$ cat src/core/dsba_pkg.sv
// Constants, operation codes and lane layout for the DSP byte datapath.
// Assumes a core that supplies 32-bit register operands each cycle.
// Behaviour
// - Halving add forms a 9-bit zero-extended sum per byte and keeps bits 8..1.
// - The rounded halving add adds one to the 9-bit sum before the shift.
// - Operands are four unsigned byte lanes and results stay in their lane.
// - The halving add leaves the DSP status and control register untouched.
// - No operation raises an exception because of data values.
// - Shift-insert shifts operand two left and fills low bits from operand one.
// - Byte align ORs operand two shifted left and operand one shifted right.
// - Byte position is a 2-bit unsigned immediate from zero to three.
// - Bit mirror reverses the sixteen bits of operand one's low half.
// - Bit mirror forces the upper destination half to zero.
// - Absent extension gives reserved fault, disabled gives DSP fault, no write.
package dsba_pkg;
  localparam int unsigned DATA_W  = 32;
  localparam int unsigned LANE_W  = 8;
  localparam int unsigned LANES   = 4;
  localparam int unsigned HALF_W  = 16;
  localparam int unsigned SHAMT_W = 5;
  localparam int unsigned BPOS_W  = 2;
  localparam int unsigned OP_W    = 3;
  localparam logic [DATA_W-1:0] RESULT_RST = 32'h0000_0000;

  typedef enum logic [2:0] {
    DSBA_OP_NONE  = 3'h0,
    DSBA_OP_HADD  = 3'h1,
    DSBA_OP_HADDR = 3'h3,
    DSBA_OP_INS   = 3'h2,
    DSBA_OP_ALIGN = 3'h6,
    DSBA_OP_MIRR  = 3'h7
  } dsba_op_e;
endpackage

$ cat src/core/dsba_lane_add.sv
// One byte lane of the halving unsigned add.
// Assumes unsigned byte operands; purely combinational.
`timescale 1ns/1ps
`default_nettype none
module dsba_lane_add (
  // Lane operands
  input  wire logic [7:0] laneA,
  input  wire logic [7:0] laneB,
  input  wire logic       roundEn,
  // Halved result
  output logic      [7:0] laneRes
);
  logic [8:0] sum;

  // Nine-bit sum, optional +1, keep bits 8..1
  always_comb begin
    sum = {1'b0, laneA} + {1'b0, laneB} + {8'h00, roundEn};
    laneRes = sum[8:1];
  end
endmodule
`default_nettype wire

$ cat src/core/dsba_datapath.sv
// Execute-stage datapath for halving byte add, shift-insert, byte align
// and bit mirror. Assumes operands arrive with a valid strobe from issue.
`timescale 1ns/1ps
`default_nettype none
module dsba_datapath (
  // Clock and reset
  input  wire logic        clk,
  input  wire logic        resetn,
  // Issue
  input  wire logic        issueValid,
  input  wire logic [2:0]  opSel,
  input  wire logic [31:0] operandOne,
  input  wire logic [31:0] operandTwo,
  input  wire logic [4:0]  shiftAmount,
  input  wire logic [1:0]  bytePosition,
  // Extension state
  input  wire logic        extPresent,
  input  wire logic        extEnable,
  // Writeback and faults
  output logic             writeEn_r,
  output logic      [31:0] result_r,
  output logic             reservedFault_r,
  output logic             dspDisabledFault_r,
  output logic             dspStatusWrite_r
);
  logic [31:0] haddRes;
  logic [31:0] insRes;
  logic [31:0] alignRes;
  logic [31:0] mirrRes;
  logic [31:0] result_nxt;
  logic        roundEn;
  logic        knownOp;

  // Bit reversal of a halfword
  function automatic logic [15:0] mirror16(input logic [15:0] v);
    logic [15:0] r;
    r = 16'h0000;
    for (int i = 0; i < 16; i++) begin
      r[15-i] = v[i];
    end
    return r;
  endfunction

  assign roundEn = (opSel == dsba_pkg::DSBA_OP_HADDR);

  // Four independent lanes, each result in its own lane
  generate
    for (genvar g = 0; g < dsba_pkg::LANES; g++) begin : gLane
      dsba_lane_add uLane (
        .laneA  (operandOne[g*8 +: 8]),
        .laneB  (operandTwo[g*8 +: 8]),
        .roundEn(roundEn),
        .laneRes(haddRes[g*8 +: 8])
      );
    end
  endgenerate

  // Shift-insert; low bits come from the bottom of operand one, not
  // its top, so a plain funnel shift cannot be reused here
  always_comb begin
    logic [31:0] fillMask;
    fillMask = ~(32'hFFFF_FFFF << shiftAmount);
    insRes = (operandTwo << shiftAmount) | (operandOne & fillMask);
  end

  // Byte align; positions 0 and 2 are free to give this formula too,
  // which keeps the shifter shared and the result defined
  always_comb begin
    logic [63:0] cat;
    cat = 64'h0;
    cat = {operandTwo, operandOne} << {bytePosition, 3'b000};
    alignRes = cat[63:32];
  end

  assign mirrRes = {16'h0000, mirror16(operandOne[15:0])};

  // Result select; no data-dependent fault path exists
  always_comb begin
    knownOp = 1'b1;
    result_nxt = dsba_pkg::RESULT_RST;
    case (opSel)
      dsba_pkg::DSBA_OP_HADD,
      dsba_pkg::DSBA_OP_HADDR: result_nxt = haddRes;
      dsba_pkg::DSBA_OP_INS: result_nxt = insRes;
      dsba_pkg::DSBA_OP_ALIGN: result_nxt = alignRes;
      dsba_pkg::DSBA_OP_MIRR: result_nxt = mirrRes;
      default: knownOp = 1'b0;
    endcase
  end

  // Writeback, gated by extension state
  always_ff @(posedge clk or negedge resetn) begin
    if (!resetn) begin
      writeEn_r <= 1'b0;
      result_r  <= dsba_pkg::RESULT_RST;
    end else begin
      writeEn_r <= issueValid && knownOp && extPresent && extEnable;
      result_r  <= result_nxt;
    end
  end

  // Faults: absent extension takes priority over disabled
  always_ff @(posedge clk or negedge resetn) begin
    if (!resetn) begin
      reservedFault_r    <= 1'b0;
      dspDisabledFault_r <= 1'b0;
    end else begin
      reservedFault_r    <= issueValid && knownOp && !extPresent;
      dspDisabledFault_r <= issueValid && knownOp && extPresent
                            && !extEnable;
    end
  end

  // These operations never touch DSP status and control
  always_ff @(posedge clk or negedge resetn) begin
    if (!resetn) begin
      dspStatusWrite_r <= 1'b0;
    end else begin
      dspStatusWrite_r <= 1'b0;
    end
  end
endmodule
`default_nettype wire

$ cat config.mk
export PLATFORM = sky130hd
export DESIGN_NAME = dsba_datapath
export DESIGN_NICKNAME = d
export VERILOG_FILES = /design/src/core/dsba_pkg.sv /design/src/core/dsba_lane_add.sv /design/src/core/dsba_datapath.sv
export SDC_FILE = /design/constraint.sdc
export NUM_CORES = 1
export LEC_CHECK = 0
export BUFFER_PORTS_ARGS = -buffer_cell sky130_fd_sc_hd__buf_2
export CAP_MARGIN = 20
export CORE_ASPECT_RATIO = 1.2
export CORE_MARGIN = 5
export CORE_UTILIZATION = 58
export CTS_CLUSTER_SIZE = 25
export DETAILED_ROUTE_END_ITERATION = 10
export HOLD_SLACK_MARGIN = 0.12
export PLACE_DENSITY = 0.89
export SLEW_MARGIN = 20
export SYNTH_ARGS = -nofsm -noshare
export SYNTH_HDL_FRONTEND = slang
export SYNTH_SLANG_ARGS = --single-unit
$ cat constraint.sdc
create_clock -name clk -period 0.8 [get_ports clk]
set_clock_uncertainty 0.15 [all_clocks]
set_input_delay 0.24 -clock clk [delete_from_list [all_inputs] [get_ports clk]]
set_output_delay 0.24 -clock clk [all_outputs]
set_load 0.05 [all_outputs]
==> run_results.csv, run 1 <==
group,metric,value,unit
outcome,status,"did not finish",
outcome,lastStage,"clock tree synthesis",
outcome,toolErrorMsg,"[ERROR DPL-0038] Utilization greater than 100%, impossible to legalize",
yosys,synth-seq-cells,35,
floorplanning,start_util,0.592,
yosys,syn_area,5890,sq um
yosys,synth.avg_cell_area,8.76,sq um
yosys,synth_edf_count,0,
yosys,synthArstFlopShare,1.00,
clock_network,ctsResizeCount,232,
place,placed_cell_area,8690,sq um
place,routabilityCongestion,1.41,
yosys,postSynthCellCount,673,
yosys,syn-num-nets,788,
clock_network,cts.sinks,35,
yosys,synth_top_flop_cell,"dfrtp_1",
yosys,ys_seq_area_frac,0.149,
place,port_buffers,113,
clock_network,cts_buffer_depth,2,
clock_network,cts_setup_buffers,36,
clock_network,numCtsBuffers,5,
yosys,synth_cell_types,64,
floorplanning,io_pins,115,
clock_network,h-tree-depth,2,
place,pre_cts_slack,-1.66,ns
floorplanning,fp.dieH,120,microns
yosys,ys.warnings.count,0,
floorplanning,rows,40,
floorplanning,die_w,102,microns
place,place.detailed.hpwl,26600,microns
clock_network,clockRootBuffer,"clkbuf_16",
through the flow:
| step | hold slack [ns] | cells |
|---|---|---|
| floorplan | -0.206 | 673 |
| global placement | 0.0614 | 1111 |
| detailed placement | 0.0701 | 1111 |
Yosys cell counts (12+ instances only):
cell type  count  area share
o21ai_0       50       0.042
a22oi_1       12       0.015
nand2_1       82       0.052
a21oi_1       46       0.039
ha_1          32       0.068
o221ai_1      14       0.021
a31oi_1       12       0.013
mux2i_1       51       0.087
o21ai_1       12       0.010
buf_2         20       0.017
nor2_1        44       0.028
clkbuf_1      25       0.016
nand3_1       13       0.011
dfrtp_1       35        0.15
mux4_2        52        0.20
logic make-up after synthesis:
| family | Yosys count | share of synthesized area |
|---|---|---|
| flip-flops | 35 | 0.149 |
| buffers and inverters | 70 | 0.0573 |
| XOR/XNOR | 19 | 0.0282 |
| adder cells (fa/ha/maj) | 36 | 0.0815 |
| other | 1 | 0.000636 |
| AO/OA/AOI/OAI | 207 | 0.224 |
| multiplexers | 114 | 0.309 |
| AND/OR/NAND/NOR | 191 | 0.150 |
==> inputs of run 2 (changes only) <==
--- a/config.mk
+++ b/config.mk
@@ -7,13 +7,10 @@
 export LEC_CHECK = 0
 export BUFFER_PORTS_ARGS = -buffer_cell sky130_fd_sc_hd__buf_2
 export CAP_MARGIN = 20
-export CORE_ASPECT_RATIO = 1.2
 export CORE_MARGIN = 5
-export CORE_UTILIZATION = 58
-export CTS_CLUSTER_SIZE = 25
+export CORE_UTILIZATION = 40
 export DETAILED_ROUTE_END_ITERATION = 10
-export HOLD_SLACK_MARGIN = 0.12
-export PLACE_DENSITY = 0.89
+export PLACE_DENSITY_LB_ADDON = 0.15
 export SLEW_MARGIN = 20
 export SYNTH_ARGS = -nofsm -noshare
 export SYNTH_HDL_FRONTEND = slang
==> run_results.csv, run 2 <==
group,metric,value,unit
outcome,status,"complete, but fails checks",
outcome,violations,"negative hold slack, negative setup slack",
place,routabilityCongestion,1.09,
clock_network,cts_buffer_depth,2,
worst_setup_path,crit_fanout,2,
global_route,grt_max_degree,36,
clock_network,cts.sinks,35,
yosys,synth.top_cells.by_count,"nand2_1 (82), mux4_2 (52), mux2i_1 (51)",
yosys,synth-seq-cells,35,
yosys,ys_seq_area_frac,0.149,
detailed_routing,drc,0,
cells_and_area,utilization,0.711,
detailed_routing,antenna_left,0,
hold_path,hold_path.class,"in2async",
sta,whs,-0.250,ns
sta,worst_slew_pin_slew,0.657,ns
yosys,synth.avg_cell_area,8.76,sq um
floorplanning,io_pins,115,
floorplanning,fp.dieH,131,microns
cells_and_area,final_cell_area,10300,sq um
detailed_routing,drtIter0Drc,1034,
detailed_routing,wl,33400,microns
clock_network,clk_pin_slew_worst_paths,0.07,ns
place,port_buffers,113,
sta,setup_viol,70,
place,placed_cell_area,8840,sq um
cells_and_area,drive_gt1_frac,0.612,
power_and_ir_drop,p_leak,4.58,nW
power_and_ir_drop,powerDensity,1190,nW/um^2
yosys,synth_most_common_cell,"nand2_1",
power_and_ir_drop,total_power,12.2,mW
global_route,grt_pass1_vias,7665,
sta,fin_ws,-1.42,ns
cells_and_area,multi_input_comb_area,5400,sq um
cells_and_area,final_common_cell,"buf_4",
global_route,grt_use_total,0.362,
sta,finalSetupTns,-50.30,ns
floorplanning,core-area,14500,sq um
cells_and_area,final.fill_count,1113,
cells_and_area,final_cell_mix,"buf_4 (259), nand2_1 (76), buf_6 (65), buf_2 (60), mux4_2 (53)",
sta,rsz0062_at_grt,"yes",
worst_setup_path,crit_arrival,2.20,ns
floorplanning,die_w,131,microns
sta,period_needed,2.22,ns
cells_and_area,seq_area,918,sq um
yosys,netlist.area_leader.share,0.199,
floorplanning,rows,44,
place,place.detailed.hpwl,26800,microns
yosys,postSynthCellCount,673,
sta,slew_headroom,0.562,
clock_network,numCtsBuffers,5,
global_route,grt_pass1_wl,48300,microns
sta,fin_crit_sh,2.77,
yosys,synth_top_flop_cell,"dfrtp_1",
cells_and_area,largest-register,"result_r",
detailed_routing,vias,7829,
yosys,syn_area,5890,sq um
detailed_routing,vias_per_cell,6.41,
sta,fmax,0.451,GHz
yosys,syn-num-nets,788,
power_and_ir_drop,ir_drop,0.00100,V
cells_and_area,diodes,0,
cells_and_area,final_cells,1221,
sta,drv_slew,0,
yosys,synth_largest_area_cell,"mux4_2",
clock_network,cts_tree,"built",
flow_run,cap_violations,0,
worst_setup_path,crit_type,"in2reg",
yosys,synth_cell_types,64,
worst_setup_path,required,0.79,ns
global_route,antenna_found_initial,0,
worst_setup_path,cp-start-kind,"primary input",
global_route,grt_overflow,0,
detailed_routing,detail_route.first_pass.iterations,5,
clock_network,clockRootBuffer,"clkbuf_16",
floorplanning,dieArea,17300,sq um
floorplanning,start_util,0.407,
cells_and_area,nNetsFinal,1151,
global_route,groute.layer.met2.usage,0.561,
yosys,synth_edf_count,0,
cells_and_area,area_growth,74.6,%
yosys,synthTopCellsByArea,"mux4_2 (20%), dfrtp_1 (15%), mux2i_1 (8.7%)",
sta,finalHoldViolCount,37,
clock_network,h-tree-depth,2,
place,dp.cells,1188,
global_route,gr-usage-met1,0.492,
global_route,globalRouteMet3Util,0.0948,
detailed_routing,wire_per_inst,27.4,microns
yosys,ys.warnings.count,0,
yosys,synthArstFlopShare,1.00,
global_route,busiest_layer,"met2",
cells_and_area,largest_reg_flops,32,
worst_setup_path,cp-end-kind,"register",
==> run 2: cell counts after synthesis <==
Identical to the previous run, type by type.
==> run 2: worst max path at each step <==
stage	end	start
after floorplan	result_r[31]$_DFF_PN0_	operandOne[24]
after global placement	result_r[21]$_DFF_PN0_	operandOne[16]
after detailed placement	result_r[21]$_DFF_PN0_	operandOne[16]
after CTS	result_r[21]$_DFF_PN0_	operandOne[16]
after global routing	result_r[21]$_DFF_PN0_	operandOne[16]
final	result_r[21]$_DFF_PN0_	operandOne[16]
==> run 2: what timing repair did <==
item                                    in CTS  in global routing
cloned                                       0                  1
endpoints found under the hold margin       37                 37
resized for setup                          214                 59
endpoints found under the setup margin      70                 70
setup buffers                               14                 13
pin swaps                                   59                 35
==> run 2: cell families (layout without fill, tap and decap cells) <==
logic type / count (synthesis) / count (layout) / share of synthesized area
simple gates: 191 / 191 / 0.150
xor+xnor: 19 / 19 / 0.0282
mux: 114 / 114 / 0.309
buf+inv: 70 / 434 / 0.0573
flops: 35 / 35 / 0.149
other cells: 1 / 1 / 0.000636
fa+ha+maj: 36 / 36 / 0.0815
compound gates: 207 / 207 / 0.224
==> run 2: report_power, final <==
| part | switching [mW] | internal, mW |
|---|---|---|
| Clock | 0.882 | 1.47 |
| Combinational | 4.19 | 3.56 |
| Sequential | 0.112 | 2.01 |
| Total | 5.18 | 7.04 |
==> run 2: worst max-delay path, cell delays in order <==
cell	delay [ns]
buf_8	0.11
ha_4	0.25
nand4b_1	0.24
nor2b_4	0.23
fa_2	0.35
nand2b_4	0.17
a21oi_4	0.13
o21ai_2	0.08
nand2_1	0.12
xnor2_2	0.14
o221ai_2	0.12
==> run 2: metrics by stage <==
stage | hold slack [ns] | setup slack (ns)
after floorplan | -0.206 | -1.24
after global placement | 0.0640 | -1.61
after detailed placement | 0.0695 | -1.72
after CTS | -0.235 | -1.26
after global routing | -0.213 | -1.42
final | -0.250 | -1.42
==> run 2: cell type report <==
class,instances,area share
tap,184,0.0224
inverter,12,0.00474
clock inverter,3,0.00426
sequential,35,0.0893
timing repair buffer,414,0.342
clock buffer,5,0.0122
multi-input combinational,568,0.525
==> run 2: per-layer routing <==
| metal | vias to the layer above | part of all wire |
|---|---|---|
| met5 | - | 0 |
| met4 | 0 | 0.046 |
| met3 | 118 | 0.12 |
| met2 | 619 | 0.44 |
| met1 | 3755 | 0.39 |
| li1 | 3337 | - |
(Power assumes the default switching activity.)
==> inputs of run 3 (changes only) <==
--- a/config.mk
+++ b/config.mk
@@ -8,7 +8,7 @@
 export BUFFER_PORTS_ARGS = -buffer_cell sky130_fd_sc_hd__buf_2
 export CAP_MARGIN = 20
 export CORE_MARGIN = 5
-export CORE_UTILIZATION = 40
+export CORE_UTILIZATION = 30
 export DETAILED_ROUTE_END_ITERATION = 10
 export PLACE_DENSITY_LB_ADDON = 0.15
 export SLEW_MARGIN = 20
==> run_results.csv, run 3 (synthesis gave the netlist of run 2 again) <==
group,metric,value,unit
sta,rsz0062_at_grt,"yes",
power_and_ir_drop,powerDensity,1130,nW/um^2
place,port_buffers,113,
sta,period_needed,2.06,ns
detailed_routing,detail_route.first_pass.iterations,5,
sta,drv_slew,0,
power_and_ir_drop,power_switching,5.16,mW
power_and_ir_drop,total_power,12.0,mW
cells_and_area,drive_gt1_frac,0.627,
power_and_ir_drop,p_leak,4.69,nW
floorplanning,start_util,0.304,
cells_and_area,final_common_cell,"buf_4",
power_and_ir_drop,ir_drop,0.000656,V
place,place.detailed.hpwl,28300,microns
detailed_routing,wire_per_inst,26.5,microns
clock_network,cts.sinks,35,
detailed_routing,drtIter0Drc,797,
worst_setup_path,crit_arrival,2.09,ns
hold_path,hold_path.class,"in2async",
worst_setup_path,timing.critical_path.from,"operandOne[24]",
flow_run,cap_violations,0,
floorplanning,rows,51,
place,routabilityCongestion,1.01,
cells_and_area,diodes,0,
cells_and_area,area_growth,81.3,%
power_and_ir_drop,internal_power,6.87,mW
worst_setup_path,critPathSlowestCell,"fa_2",
floorplanning,fp.dieH,150,microns
cells_and_area,nNetsFinal,1168,
sta,setup_viol,70,
outcome,violations,"negative hold slack, negative setup slack",
floorplanning,die_w,150,microns
floorplanning,dieArea,22500,sq um
outcome,status,"complete, but fails checks",
detailed_routing,antenna_left,0,
global_route,grt_pass1_wl,51000,microns
sta,whs,-0.240,ns
global_route,grt_max_degree,36,
global_route,grt_use_total,0.308,
detailed_routing,wl,35000,microns
cells_and_area,final_cell_mix,"buf_4 (277), nand2_1 (76), buf_6 (61), buf_2 (57), mux4_2 (53)",
cells_and_area,largest_reg_flops,32,
clock_network,h-tree-depth,2,
power_and_ir_drop,pwr-share-comb,0.657,
clock_network,clockRootBuffer,"clkbuf_16",
global_route,grt_overflow,0,
cells_and_area,largest-register,"result_r",
detailed_routing,vias_per_cell,5.81,
sta,fmax,0.486,GHz
worst_setup_path,cp-start-kind,"primary input",
clock_network,cts_tree,"built",
clock_network,cts_buffer_depth,2,
detailed_routing,vias,7659,
global_route,grt_pass1_vias,7807,
worst_setup_path,cp-end-kind,"register",
worst_setup_path,slowest_delay,0.42,ns
sta,finalHoldViolCount,37,
cells_and_area,final.fill_count,1830,
worst_setup_path,crit_type,"in2reg",
floorplanning,io_pins,115,
worst_setup_path,cp_cell_sequence,"buf_8, ha_4, nand4b_1, nand2b_1, fa_2, a21o_1, a21oi_2, xor2_1, o21ai_1, a31o_1",
floorplanning,core-area,19400,sq um
detailed_routing,drc,0,
clock_network,clk_pin_slew_worst_paths,0.06,ns
sta,fin_ws,-1.26,ns
power_and_ir_drop,switching_share,0.429,
clock_network,numCtsBuffers,5,
power_and_ir_drop,clock_power_share,0.166,
worst_setup_path,crit_fanout,3,
place,pre_cts_slack,-1.71,ns
cells_and_area,utilization,0.551,
sta,fin_crit_sh,2.57,
power_and_ir_drop,seq_power_share,0.177,
worst_setup_path,required,0.83,ns
global_route,antenna_found_initial,0,
run 3: cell count changes in the layout (fill, tap and decap cells not counted), moves of 4 or more:
cell / before / now
a22oi_1: 5 / 10
mux2i_1: 43 / 39
mux2i_4: 3 / 9
buf_6: 65 / 61
buf_4: 259 / 277
a22oi_2: 7 / 2
buf_12: 17 / 22
run 3: power by group through the flow:
stage	logic, mW	clock network (mW)	registers (mW)
after global placement	6.52	0	2.11
final	7.91	1.99	2.13
after detailed placement	6.55	0	2.11
after floorplan	2.76	0	2.88
after CTS	7.42	2.03	2.13
after global routing	8.25	2.11	2.15
run 3: cell type report:
type	count	area, sq um	share of cell area
multi-input cells	568	5520	0.517
repair buffers	431	3720	0.348
flip-flops and latches	35	918	0.0860
well taps	265	332	0.0310
clock buffers	5	125	0.0117
inverters	12	48.8	0.00457
clock inverters	3	15.0	0.00141
run 3: per-stage QoR:
step / cells / TNS (ns) / instance area [sq um]
final: 1319 / -49.90 / 10700
after global routing: 1319 / -52.26 / 10700
after CTS: 1298 / -50.06 / 10200
after detailed placement: 1268 / -54.86 / 9030
after global placement: 1268 / -54.07 / 9030
after floorplan: 673 / -35.44 / 6330
run 3: worst max-delay path: cells and delay by family:
| family | cells | cell delay (ns) |
|---|---|---|
| buffers and inverters | 1 | 0.10 |
| adders and majority gates | 2 | 0.64 |
| and+or+nand+nor | 2 | 0.24 |
| AOI/OAI and AO/OA | 4 | 0.62 |
| xor gates and xnor gates | 1 | 0.24 |
run 3: worst paths after layout:
check	to	slack (ns)
setup / recovery	result_r[27]$_DFF_PN0_	-1.26
hold / removal	result_r[0]$_DFF_PN0_	-0.24
max in group asynchronous	result_r[27]$_DFF_PN0_	0.52
min in group clk	dspDisabledFault_r$_DFF_PN0_	-0.04
run 3: layer usage:
metal | global-route usage | vias to the layer above | routed length [microns]
met2 | 0.510 | 462 | 16400
met5 | 0 | - | 0
met4 | 0.132 | 0 | 1640
met1 | 0.397 | 3742 | 14000
li1 | - | 3371 | -
met3 | 0.0521 | 84 | 2880
run 3: timing repair:
| action | CTS | global route |
|---|---|---|
| endpoints found under the setup margin | 70 | 70 |
| resized for setup | 206 | 77 |
| cloned | 1 | 0 |
| buffers inserted | 24 | 29 |
| pin swaps | 43 | 53 |
| hold endpoints to repair | 37 | 37 |
==> inputs of run 4 (changes only) <==
--- a/config.mk
+++ b/config.mk
@@ -7,7 +7,7 @@
 export LEC_CHECK = 0
 export BUFFER_PORTS_ARGS = -buffer_cell sky130_fd_sc_hd__buf_2
 export CAP_MARGIN = 20
-export CORE_MARGIN = 5
+export CORE_MARGIN = 2
 export CORE_UTILIZATION = 30
 export DETAILED_ROUTE_END_ITERATION = 10
 export PLACE_DENSITY_LB_ADDON = 0.15
==> constraint.sdc (replaced) <==
create_clock -name clk -period 1.82 [get_ports clk]
set_clock_uncertainty 0.15 [all_clocks]
set_input_delay 0.546 -clock clk [delete_from_list [all_inputs] [get_ports clk]]
set_output_delay 0.546 -clock clk [all_outputs]
set_load 0.05 [all_outputs]
==> run_results.csv, run 4 (synthesis gave the netlist of run 2 again) <==
group,metric,value,unit
outcome,status,"complete, but fails checks",
outcome,violations,"negative setup slack",
worst_setup_path,path_common_cell,"o21bai_1",
detailed_routing,wl_met1,14000,microns
worst_setup_path,required,1.83,ns
worst_setup_path,crit_fanout,3,
global_route,grt_max_degree,36,
worst_setup_path,cp_cell_sequence,"buf_8, ha_4, nand4b_1, nand2b_1, fa_2, a211oi_2, o21bai_1, a21oi_2, o21bai_1, a21oi_1, o221ai_1",
clock_network,clk_pin_slew_worst_paths,0.06,ns
cells_and_area,nNetsFinal,1173,
cells_and_area,diodes,0,
sta,rsz0062_at_grt,"yes",
detailed_routing,detail_route.first_pass.iterations,8,
global_route,grt_pass1_vias,7966,
cells_and_area,largest_reg_flops,32,
power_and_ir_drop,total_power,5.21,mW
detailed_routing,antenna_left,0,
cells_and_area,final.fill_count,1836,
floorplanning,fp.dieH,144,microns
cells_and_area,final_common_cell,"buf_4",
sta,finalHoldViolCount,0,
clock_network,h-tree-depth,2,
clock_network,numCtsBuffers,5,
detailed_routing,wl,34200,microns
power_and_ir_drop,switching_share,0.433,
place,place.detailed.hpwl,27200,microns
cells_and_area,area_growth,80.3,%
power_and_ir_drop,seq_power_share,0.171,
global_route,antenna_found_initial,0,
worst_setup_path,cp-end-kind,"register",
global_route,grt_pass1_wl,50000,microns
floorplanning,start_util,0.304,
sta,fin_crit_sh,1.29,
cells_and_area,final_cell_mix,"buf_4 (283), buf_2 (91), nand2_1 (75), mux4_2 (53), mux2i_1 (40)",
detailed_routing,vias_per_cell,5.83,
place,routabilityCongestion,0.994,
clock_network,cts.sinks,35,
sta,fmax,0.428,GHz
floorplanning,core-area,19400,sq um
global_route,grt_use_total,0.331,
power_and_ir_drop,p_leak,4.75,nW
detailed_routing,wl_met2,16000,microns
sta,fin_ws,-0.519,ns
hold_path,hold_path.class,"in2async",
detailed_routing,top_layer,"met4",
cells_and_area,drive_gt1_frac,0.601,
power_and_ir_drop,ir_drop,0.000294,V
floorplanning,die_w,144,microns
place,port_buffers,113,
global_route,grt_overflow,0,
clock_network,cts.hold.buffers_added,0,
floorplanning,io_pins,115,
worst_setup_path,slowest_delay,0.37,ns
detailed_routing,drc,0,
clock_network,clockRootBuffer,"clkbuf_16",
detailed_routing,dr_wl_met3,2350,microns
power_and_ir_drop,clock_power_share,0.168,
detailed_routing,vias,7713,
clock_network,cts_tree,"built",
sta,period_needed,2.34,ns
sta,worst_slew_pin_slew,0.650,ns
flow_run,cap_violations,0,
sta,slew_headroom,0.567,
floorplanning,dieArea,20800,sq um
cells_and_area,largest-register,"result_r",
sta,finalSetupTns,-9.46,ns
sta,setup_viol,32,
power_and_ir_drop,powerDensity,490,nW/um^2
sta,drv_slew,0,
worst_setup_path,critPathSlowestCell,"fa_2",
clock_network,cts_buffer_depth,2,
detailed_routing,wire_per_inst,25.8,microns
power_and_ir_drop,power_switching,2.26,mW
power_and_ir_drop,internal_power,2.95,mW
floorplanning,rows,51,
power_and_ir_drop,pwr-share-comb,0.660,
worst_setup_path,crit_arrival,2.35,ns
worst_setup_path,crit_type,"in2reg",
detailed_routing,drtIter0Drc,582,
worst_setup_path,cp-start-kind,"primary input",
## run 4: cell types whose count changed in the layout (fill, tap and decap cells not counted), moves of 4 or more
cell / before / now
buf_4: 277 / 283
buf_16: 0 / 5
dfrtp_2: 34 / 0
dfrtp_1: 1 / 35
buf_12: 22 / 26
buf_8: 13 / 7
buf_6: 61 / 23
buf_2: 57 / 91
## run 4: timing repair
item	CTS	global route
setup endpoints to repair	32	32
pin swaps	70	58
resized for setup	154	66
setup buffers	26	14
gates cloned	5	0
## run 4: per-stage QoR
| step | util | setup slack, ns | instances | hold WS (ns) | area [sq um] |
|---|---|---|---|---|---|
| after floorplan | - | -0.528 | 673 | 0.100 | 6280 |
| after global placement | 0.471 | -0.888 | 1283 | 0.378 | 9130 |
| after detailed placement | 0.471 | -0.880 | 1283 | 0.378 | 9130 |
| after CTS | 0.526 | -0.531 | 1317 | 0.0762 | 10200 |
| after global routing | 0.548 | -0.661 | 1324 | 0.0844 | 10600 |
| final | 0.548 | -0.519 | 1324 | 0.0654 | 10600 |
## run 4: power groups by stage
stage	clock network, mW	registers (mW)	logic [mW]
floorplan	0	1.24	1.21
global placement	0	0.905	2.86
detailed placement	0	0.909	2.89
CTS	0.891	0.895	3.21
global route	0.925	0.905	3.60
finish	0.877	0.893	3.44
## run 4: area by class of cell
type,instances,area [sq um],area share
clock buffer,7,133,0.0125
clock inverter,1,5.00,0.000471
inverter,12,45.0,0.00424
multi-input combinational,568,5630,0.529
sequential,35,876,0.0824
tap,265,332,0.0312
timing repair buffer,436,3610,0.340
## run 4: worst max-delay path: cells and delay by family
| family | cells | cell delay [ns] |
|---|---|---|
| compound gates | 6 | 0.86 |
| fa+ha+maj | 2 | 0.59 |
| simple gates | 2 | 0.24 |
| buf+inv | 1 | 0.10 |
## run 4: worst paths after layout
path	startpoint	end	slack, ns	cells after the start
min in group clk	extEnable	dspDisabledFault_r$_DFF_PN0_	0.27	2
worst max-delay path	operandTwo[24]	result_r[31]$_DFF_PN0_	-0.52	11
worst min-delay path	resetn	result_r[9]$_DFF_PN0_	0.07	2
max in group asynchronous	resetn	result_r[16]$_DFF_PN0_	1.24	2
## run 4: per-layer routing
metal	track usage	vias up
li1	-	3393
met1	0.434	3815
met2	0.556	414
met3	0.0311	91
met4	0.145	0
met5	0	-
